## src/rtl/ueb_defines.vh

```
// Constants for the OTG event and accessory UART register bank
`ifndef UEB_DEFINES_VH
`define UEB_DEFINES_VH

// Register indices; byte address is index times four
`define UEB_IDX_IFC_WR      6'h07
`define UEB_IDX_IFC_SET     6'h08
`define UEB_IDX_IFC_CLR     6'h09
`define UEB_IDX_RISE_WR     6'h0d
`define UEB_IDX_RISE_SET    6'h0e
`define UEB_IDX_RISE_CLR    6'h0f
`define UEB_IDX_FALL_WR     6'h10
`define UEB_IDX_FALL_SET    6'h11
`define UEB_IDX_FALL_CLR    6'h12
`define UEB_IDX_STATUS      6'h13
`define UEB_IDX_LATCH       6'h14
`define UEB_IDX_DEBUG       6'h15
`define UEB_IDX_SCR_WR      6'h16
`define UEB_IDX_SCR_SET     6'h17
`define UEB_IDX_SCR_CLR     6'h18
`define UEB_IDX_ACC_WR      6'h19
`define UEB_IDX_ACC_SET     6'h1a
`define UEB_IDX_ACC_CLR     6'h1b
`define UEB_IDX_IRQ_MASK    6'h30

// Address slice holding the index
`define UEB_IDX_HI          7
`define UEB_IDX_LO          2

// Write operations of a three-address group
`define UEB_OP_WRITE        2'h0
`define UEB_OP_SET          2'h1
`define UEB_OP_CLEAR        2'h2

// Field layouts and reset values
`define UEB_NUM_EVT         5
`define UEB_EVT_MASK        8'h1f
`define UEB_DBG_MASK        8'h03
`define UEB_ACC_MASK        8'h0e
`define UEB_SCR_MASK        8'hff
`define UEB_IFC_MASK        8'h04
`define UEB_EDGE_RST        8'h1f
`define UEB_ZERO_RST        8'h00
`define UEB_EVT_HOST_DISC   0
`define UEB_ACC_ID_LOW      1
`define UEB_ACC_TX_EN       2
`define UEB_ACC_RX_EN       3
`define UEB_IFC_ACC_MODE    2

// Bus encodings
`define UEB_HTRANS_NONSEQ_B 1
`define UEB_HRESP_OKAY      1'h0

`endif

```

## src/rtl/ueb_regs.v

```verilog
// OTG event and accessory UART register bank with an AHB-Lite slave port
//
// Function
// - Rise enables: write, set, clear at three addresses
// - Fall enables: same three-address scheme
// - Rise enable bits 0-4 reset to one
// - Fall enable bits 0-4 reset to one
// - Detach events count only in host mode
// - Status returns live comparator levels
// - Status follows comparators, no fixed reset
// - Enabled edge sets its latch bit
// - Latch read returns then clears all bits without a new event that cycle
// - Debug returns line state in bits 1-0
// - Scratch byte read/write/set/clear, resets zero
// - Accessory control uses three-address scheme
// - Transmit enable drives data0 onto DM
// - Receive enable routes DP onto data1
// - Receive disabled holds data1 high
// - Accessory mode bit, cleared on mode exit
//
// Local design decision: the AHB-Lite interface to the registers.
`include "ueb_defines.vh"
`default_nettype none

module ueb_regs
(
  input  wire        i_ref_clk,
  input  wire        i_reset,
  input  wire        i_hsel,
  input  wire [31:0] i_haddr,
  input  wire [1:0]  i_htrans,
  input  wire        i_hwrite,
  input  wire [2:0]  i_hsize,
  input  wire [31:0] i_hwdata,
  input  wire        i_hready,
  output reg         o_hreadyout,
  output reg         o_hresp,
  output reg  [31:0] o_hrdata,
  input  wire        i_host_mode,
  input  wire        i_host_disconnect,
  input  wire        i_vbus_valid,
  input  wire        i_session_present,
  input  wire        i_below_session_threshold,
  input  wire        i_id_pin_grounded,
  input  wire [1:0]  i_line_state,
  input  wire        i_accessory_mode_exit,
  input  wire        i_uart_tx_data,
  input  wire        i_dp_level,
  output reg         o_dm_uart_data,
  output reg         o_dm_uart_oe_n,
  output reg         o_uart_rx_data,
  output reg         o_id_pull_low_drive,
  output reg         o_accessory_uart_mode,
  output reg         o_irq
);

  ////////////////////////////////////////////////////////////////////////////
  // Storage

  reg  [7:0] rise_en_reg;
  reg  [7:0] fall_en_reg;
  reg  [7:0] latch_reg;
  reg  [7:0] scratch_reg;
  reg  [7:0] acc_ctrl_reg;
  reg  [7:0] ifc_ctrl_reg;
  reg  [7:0] irq_mask_reg;
  reg  [4:0] cmp_prev_reg;
  reg        wr_pend_reg;
  reg        rd_pend_reg;
  reg  [5:0] idx_reg;

  wire [4:0] cmp_now;
  wire [4:0] evt;
  wire [5:0] idx_addr;
  wire       accept;
  wire [7:0] wdat;

  // Comparator levels arrive already synchronous to this clock
  assign cmp_now  = {i_id_pin_grounded, i_below_session_threshold,
                     i_session_present, i_vbus_valid, i_host_disconnect};
  // Upper address bits are ignored, so the bank aliases every 256 bytes
  assign idx_addr = i_haddr[`UEB_IDX_HI:`UEB_IDX_LO];
  assign accept   = i_hsel & i_htrans[`UEB_HTRANS_NONSEQ_B] & i_hready;
  assign wdat     = i_hwdata[7:0];

  ////////////////////////////////////////////////////////////////////////////
  // Edge detection per comparator

  genvar g;
  generate
    for (g = 0; g < `UEB_NUM_EVT; g = g + 1)
    begin : g_evt
      wire rise;
      wire fall;
      wire allowed;
      assign rise    = cmp_now[g] & ~cmp_prev_reg[g];
      assign fall    = ~cmp_now[g] & cmp_prev_reg[g];
      // Detach edges are meaningless outside host mode
      assign allowed = (g != `UEB_EVT_HOST_DISC) | i_host_mode;
      assign evt[g]  = allowed & ((rise & rise_en_reg[g]) | (fall & fall_en_reg[g]));
    end
  endgenerate

  ////////////////////////////////////////////////////////////////////////////
  // Three-address write helper

  function [7:0] apply_op;
    input [7:0] old;
    input [7:0] data;
    input [1:0] op;
    input [7:0] mask;
    begin
      case (op)
        `UEB_OP_WRITE: apply_op = data & mask;
        `UEB_OP_SET:   apply_op = (old | data) & mask;
        `UEB_OP_CLEAR: apply_op = old & ~data & mask;
        default:       apply_op = old;
      endcase
    end
  endfunction

  ////////////////////////////////////////////////////////////////////////////
  // Read mux; reserved bits and unmapped addresses read zero

  reg [7:0] rd_val;
  always @*
  begin
    case (idx_reg)
      `UEB_IDX_IFC_WR, `UEB_IDX_IFC_SET, `UEB_IDX_IFC_CLR:
        rd_val = ifc_ctrl_reg;
      `UEB_IDX_RISE_WR, `UEB_IDX_RISE_SET, `UEB_IDX_RISE_CLR:
        rd_val = rise_en_reg;
      `UEB_IDX_FALL_WR, `UEB_IDX_FALL_SET, `UEB_IDX_FALL_CLR:
        rd_val = fall_en_reg;
      `UEB_IDX_STATUS:
        rd_val = {3'h0, cmp_now};
      `UEB_IDX_LATCH:
        rd_val = latch_reg;
      `UEB_IDX_DEBUG:
        rd_val = {6'h00, i_line_state};
      `UEB_IDX_SCR_WR, `UEB_IDX_SCR_SET, `UEB_IDX_SCR_CLR:
        rd_val = scratch_reg;
      `UEB_IDX_ACC_WR, `UEB_IDX_ACC_SET, `UEB_IDX_ACC_CLR:
        rd_val = acc_ctrl_reg;
      `UEB_IDX_IRQ_MASK:
        rd_val = irq_mask_reg;
      default:
        rd_val = 8'h00;
    endcase
  end

  ////////////////////////////////////////////////////////////////////////////
  // Bus slave: writes complete with no wait, reads take one wait state
  // so that a read right behind a write sees the written value.

  always @(posedge i_ref_clk)
  begin
    if (i_reset)
    begin
      o_hreadyout <= 1'h1;
      o_hresp     <= `UEB_HRESP_OKAY;
      o_hrdata    <= 32'h00000000;
      wr_pend_reg <= 1'h0;
      rd_pend_reg <= 1'h0;
      idx_reg     <= 6'h00;
    end
    else
    begin
      o_hresp     <= `UEB_HRESP_OKAY;
      wr_pend_reg <= accept & i_hwrite;
      rd_pend_reg <= accept & ~i_hwrite;
      if (accept)
      begin
        idx_reg <= idx_addr;
      end
      if (accept & ~i_hwrite)
      begin
        o_hreadyout <= 1'h0;
      end
      else
      begin
        o_hreadyout <= 1'h1;
      end
      // Registered read data costs a wait state but keeps the bus path short
      if (rd_pend_reg)
      begin
        o_hrdata <= {24'h000000, rd_val};
      end
    end
  end

  ////////////////////////////////////////////////////////////////////////////
  // Register updates

  wire       wr_now;
  wire       latch_rd;
  wire       in_mask;
  wire [5:0] off_ifc;
  wire [5:0] off_rise;
  wire [5:0] off_fall;
  wire [5:0] off_scr;
  wire [5:0] off_acc;
  wire [1:0] op_ifc;
  wire [1:0] op_rise;
  wire [1:0] op_fall;
  wire [1:0] op_scr;
  wire [1:0] op_acc;

  assign wr_now   = wr_pend_reg;
  assign latch_rd = rd_pend_reg & (idx_reg == `UEB_IDX_LATCH);
  assign in_mask  = (idx_reg == `UEB_IDX_IRQ_MASK);

  // Distance from the group base selects write, set or clear
  assign off_ifc  = idx_reg - `UEB_IDX_IFC_WR;
  assign off_rise = idx_reg - `UEB_IDX_RISE_WR;
  assign off_fall = idx_reg - `UEB_IDX_FALL_WR;
  assign off_scr  = idx_reg - `UEB_IDX_SCR_WR;
  assign off_acc  = idx_reg - `UEB_IDX_ACC_WR;
  assign op_ifc   = off_ifc[1:0];
  assign op_rise  = off_rise[1:0];
  assign op_fall  = off_fall[1:0];
  assign op_scr   = off_scr[1:0];
  assign op_acc   = off_acc[1:0];

  wire in_ifc;
  wire in_rise;
  wire in_fall;
  wire in_scr;
  wire in_acc;

  assign in_ifc  = (idx_reg >= `UEB_IDX_IFC_WR)  & (idx_reg <= `UEB_IDX_IFC_CLR);
  assign in_rise = (idx_reg >= `UEB_IDX_RISE_WR) & (idx_reg <= `UEB_IDX_RISE_CLR);
  assign in_fall = (idx_reg >= `UEB_IDX_FALL_WR) & (idx_reg <= `UEB_IDX_FALL_CLR);
  assign in_scr  = (idx_reg >= `UEB_IDX_SCR_WR)  & (idx_reg <= `UEB_IDX_SCR_CLR);
  assign in_acc  = (idx_reg >= `UEB_IDX_ACC_WR)  & (idx_reg <= `UEB_IDX_ACC_CLR);

  reg [7:0] ifc_next;
  always @*
  begin
    ifc_next = ifc_ctrl_reg;
    if (wr_now & in_ifc)
    begin
      ifc_next = apply_op(ifc_ctrl_reg, wdat, op_ifc, `UEB_IFC_MASK);
    end
    // Leaving the mode wins over a write in the same cycle
    if (i_accessory_mode_exit)
    begin
      ifc_next[`UEB_IFC_ACC_MODE] = 1'h0;
    end
  end

  ////////////////////////////////////////////////////////////////////////////
  // Next values of the software registers

  reg [7:0] rise_next;
  reg [7:0] fall_next;
  reg [7:0] scratch_next;
  reg [7:0] acc_next;
  reg [7:0] mask_next;
  reg [7:0] latch_next;

  always @*
  begin
    rise_next    = rise_en_reg;
    fall_next    = fall_en_reg;
    scratch_next = scratch_reg;
    acc_next     = acc_ctrl_reg;
    mask_next    = irq_mask_reg;
    if (wr_now & in_rise)
    begin
      rise_next = apply_op(rise_en_reg, wdat, op_rise, `UEB_EVT_MASK);
    end
    if (wr_now & in_fall)
    begin
      fall_next = apply_op(fall_en_reg, wdat, op_fall, `UEB_EVT_MASK);
    end
    if (wr_now & in_scr)
    begin
      scratch_next = apply_op(scratch_reg, wdat, op_scr, `UEB_SCR_MASK);
    end
    if (wr_now & in_acc)
    begin
      acc_next = apply_op(acc_ctrl_reg, wdat, op_acc, `UEB_ACC_MASK);
    end
    if (wr_now & in_mask)
    begin
      mask_next = wdat & `UEB_EVT_MASK;
    end
  end

  ////////////////////////////////////////////////////////////////////////////
  // Event latch

  // New event beats the read clear in the same cycle
  always @*
  begin
    if (latch_rd)
    begin
      latch_next = {3'h0, evt};
    end
    else
    begin
      latch_next = latch_reg | {3'h0, evt};
    end
  end

  always @(posedge i_ref_clk)
  begin
    if (i_reset)
    begin
      rise_en_reg  <= `UEB_EDGE_RST;
      fall_en_reg  <= `UEB_EDGE_RST;
      latch_reg    <= `UEB_ZERO_RST;
      scratch_reg  <= `UEB_ZERO_RST;
      acc_ctrl_reg <= `UEB_ZERO_RST;
      ifc_ctrl_reg <= `UEB_ZERO_RST;
      irq_mask_reg <= `UEB_ZERO_RST;
      // Sample levels so release from reset raises no false edge
      cmp_prev_reg <= cmp_now;
    end
    else
    begin
      cmp_prev_reg <= cmp_now;
      rise_en_reg  <= rise_next;
      fall_en_reg  <= fall_next;
      scratch_reg  <= scratch_next;
      acc_ctrl_reg <= acc_next;
      irq_mask_reg <= mask_next;
      ifc_ctrl_reg <= ifc_next;
      latch_reg    <= latch_next;
    end
  end

  ////////////////////////////////////////////////////////////////////////////
  // Accessory UART routing

  always @(posedge i_ref_clk)
  begin
    if (i_reset)
    begin
      o_dm_uart_data        <= 1'h0;
      o_dm_uart_oe_n        <= 1'h1;
      o_uart_rx_data        <= 1'h1;
      o_id_pull_low_drive   <= 1'h0;
      o_accessory_uart_mode <= 1'h0;
    end
    else
    begin
      o_dm_uart_data        <= i_uart_tx_data;
      o_dm_uart_oe_n        <= ~acc_ctrl_reg[`UEB_ACC_TX_EN];
      // Idle UART line is high, so a disabled receive path looks idle
      o_uart_rx_data        <= acc_ctrl_reg[`UEB_ACC_RX_EN] ? i_dp_level : 1'h1;
      o_id_pull_low_drive   <= acc_ctrl_reg[`UEB_ACC_ID_LOW];
      o_accessory_uart_mode <= ifc_next[`UEB_IFC_ACC_MODE];
    end
  end

  ////////////////////////////////////////////////////////////////////////////
  // Interrupt output

  wire irq_any;

  // Level output stays high until a latch read clears the cause or a mask write disables it
  assign irq_any = |(latch_reg & irq_mask_reg);

  always @(posedge i_ref_clk)
  begin
    if (i_reset)
    begin
      o_irq <= 1'h0;
    end
    else
    begin
      o_irq <= irq_any;
    end
  end

endmodule

`default_nettype wire

```

## config.mk

```make
export PLATFORM = sky130hd
export DESIGN_NAME = ueb_regs
export DESIGN_NICKNAME = d
export VERILOG_FILES = /design/src/rtl/ueb_regs.v
export VERILOG_INCLUDE_DIRS = /design/src /design/src/rtl
export SDC_FILE = /design/constraint.sdc
export NUM_CORES = 1
export LEC_CHECK = 0
export BUFFER_PORTS_ARGS = -buffer_cell sky130_fd_sc_hd__buf_2
export CORE_MARGIN = 2
export CORE_UTILIZATION = 45
export CTS_CLUSTER_DIAMETER = 40
export DETAILED_ROUTE_END_ITERATION = 16
export GPL_TIMING_DRIVEN = 0
export HOLD_SLACK_MARGIN = 0.03
export PLACE_DENSITY = 0.77
export SETUP_SLACK_MARGIN = 0.05
export SLEW_MARGIN = 20
export SYNTH_ARGS = -nofsm -noshare
export SYNTH_HDL_FRONTEND = slang
export SYNTH_SLANG_ARGS = --single-unit
```

## constraint.sdc

```tcl
create_clock -name i_ref_clk -period 2.22 [get_ports i_ref_clk]
set_input_delay 0.444 -clock i_ref_clk [delete_from_list [all_inputs] [get_ports i_ref_clk]]
set_output_delay 0.444 -clock i_ref_clk [all_outputs]
set_load 0.005 [all_outputs]
```

==> flow_summary.ini <==
[run_status]
status = finished clean

[layout]
drive_gt1_share_pct = 25.32
nets = 558
finalInstanceArea_mm2 = 0.004019
areaGrowthSynthToFinish_pct = 22.83
n_antenna_cell = 0

[synth]
yosys_warnings = 0
synthTopCellsByCount = dfxtp_1, nor2_1, a21oi_1
synth_top_area_share_pct = 36.10
syn_avg_cell_area_um2 = 8.543
synth_edf_count = 0
synth_area_leaders = dfxtp_1, buf_4, a21oi_1
ys_seq_area_share_pct = 36.10
synthArstFlopShare_pct = 0
yosys.area.top_type = dfxtp_1
ys.flop_type = dfxtp_1
syn_inst = 383
synth-seq-cells = 59
ys_types = 57
syn_area_mm2 = 0.003272
synthMostInstantiatedCell = dfxtp_1

[worst_setup_path]
r2r_end = o_hrdata[2]
crit_fanout = 6
r2r_slack_ps = 50
r2r_cells = 8
critPathArrivalTime_ps = 2370
cp-end-kind = flip-flop
critical_path_required_ps = 2420
startpoint_type = flip-flop
worstReg2RegStart = idx_reg[1]
critical_path_class = flip-flop to flip-flop

[clock_network]
cts_tree = built
path_clk_slew_ps = 60
hold_buffers = 0
cts_inserted_buffers = 9
h-tree-depth = 3
clkLatencyLatePin_ps = 350
clock-sinks = 59
clockBufferDepth = 2
clockRootBuffer = clkbuf_8

[route]
vias = 3143
dr.pass1.iters = 6
wl_per_cell_um = 16.98
drt-total-wl_mm = 9.661
ant_nets = 0
drt_iter0_drc = 191
drc_errors = 0
vias_per_cell = 5.524

[sta]
hold_slack_ps = 231.1
period_share_pct = 97.62
setup_ws_ps = 52.81
fmax_mhz = 461.4
fin_tns_setup_ps = 0
setup_violations = 0
rsz0062_at_grt = yes
clock_skew_ps = 7.477
fin_crit_ps = 2167
maxSlewHeadroom_pct = 56.60
drv_slew = 0
tightest_slew_ps = 651.0
finalHoldViolations = 0

[global_routing]
grt_max_degree = 11
grt-ovfl-total = 0
antenna_found_initial = 0
grt_pass1_wl_mm = 15.00
grt_usage_pct = 25.50
first_global_vias = 2864

[die]
core_mm2 = 0.007137
start_util_pct = 45.85
placementRows = 31
fp.dieH_um = 89.27
die-area_mm2 = 0.007969
num_io_pins = 125
die_x_um = 89.27

[pwr]
leakagePower_nw = 1.726
pwr_density_cell_mw_per_mm2 = 577.3
peakVddDrop_uv = 318.3

[worst_hold_path]
holdCritStartpoint = i_id_pin_grounded
holdPathStages = 1
min_path_type = primary input to flip-flop
hold_path_end = cmp_prev_reg[4]

[place]
gp_congestion = 0.9580
pre_cts_ws_ps = -365.7
numPortBuffers = 41
dp_hpwl_mm = 6.927
dpl_cell_area_mm2 = 0.003694

[job]
max_cap_viol_count = 0
-- layout make-up --
class                           instances  area, um^2
Sequential cell                        59        1189
Clock inverter                          1       5.005
Multi-Input combinational cell        281        1891
Inverter                               17       67.56
Timing Repair Buffer                   49       265.3
Tap cell                               99       123.9
Buffer                                 48       291.5
Clock buffer                           15       186.4
Fill cell                             707        3118
-- power by group --
part	internal, W	leakage, nW	switching, W
clock	0.000526	0.0997	0.000421
combinational	0.000124	1.14	0.000159
sequential	0.00108	0.481	0.0000143
-- cells by family (layout without fill, tap and decap cells) --
| family | count (synthesis) | in the layout | share of synthesized area, % |
|---|---|---|---|
| compound gates | 119 | 119 | 26.54 |
| mux | 12 | 12 | 3.709 |
| flops | 59 | 59 | 36.10 |
| fa+ha+maj | 8 | 8 | 3.059 |
| simple gates | 114 | 114 | 18.70 |
| other cells | 1 | 25 | 0.1146 |
| buf+inv | 67 | 130 | 10.98 |
| xor+xnor | 3 | 3 | 0.8032 |
-- how the worst max path moves through the flow --
stage	start	depth (start not counted)	end	slack [ps]
global placement	idx_reg[0]	9	o_hrdata[2]	-400
finish	idx_reg[1]	8	o_hrdata[2]	50
CTS	idx_reg[1]	8	o_hrdata[2]	60
detailed placement	idx_reg[0]	9	o_hrdata[2]	-370
global route	idx_reg[1]	8	o_hrdata[2]	-8
floorplan	idx_reg[0]	9	o_hrdata[2]	80
-- critical path, cell delays in order, from the launching register on --
cell and delay, ps:
dfxtp_4 390, clkinvlp_4 180, ha_4 220, or2_2 320, a21boi_2 200, o22ai_2 130
a2111oi_4 290, buf_4 200, a2111oi_2 70
-- per-layer routing --
layer | track usage [%] | wire length (um) | vias to the layer above
li1 | - | - | 1493
met1 | 32.54 | 4309 | 1475
met2 | 41.08 | 4439 | 151
met3 | 5.078 | 622 | 24
met4 | 12.62 | 289 | 0
met5 | 0 | 0 | -
-- metrics by stage --
| stage | utilization [%] | total power, W | cells |
|---|---|---|---|
| final | 56.31 | 0.002320 | 569 |
| after global placement | 51.75 | 0.001371 | 547 |
| after detailed placement | 51.75 | 0.001375 | 547 |
| after floorplan | - | 0.001292 | 407 |
| after global routing | 56.31 | 0.002406 | 569 |
| after CTS | 55.79 | 0.002319 | 565 |
-- cells in the final DEF (no fill, tap or decap), types with 8 or more instances in the layout --
master,instances
buf_4,34
a21o_1,8
clkbuf_1,18
buf_2,46
clkbuf_8,13
a21oi_1,30
nand2_1,27
mux2i_1,11
nor2_1,33
a211oi_1,18
o21ai_0,16
inv_1,16
dfxtp_1,57
conb_1,25
-- repair_timing --
item / 4_1_cts / 5_1_grt
buffers inserted: 4 / 4
gates resized for setup: 18 / 4
endpoints found under the setup margin: 12 / 13
pin swaps: 3 / 7
Power figures use the tool's default switching activity.
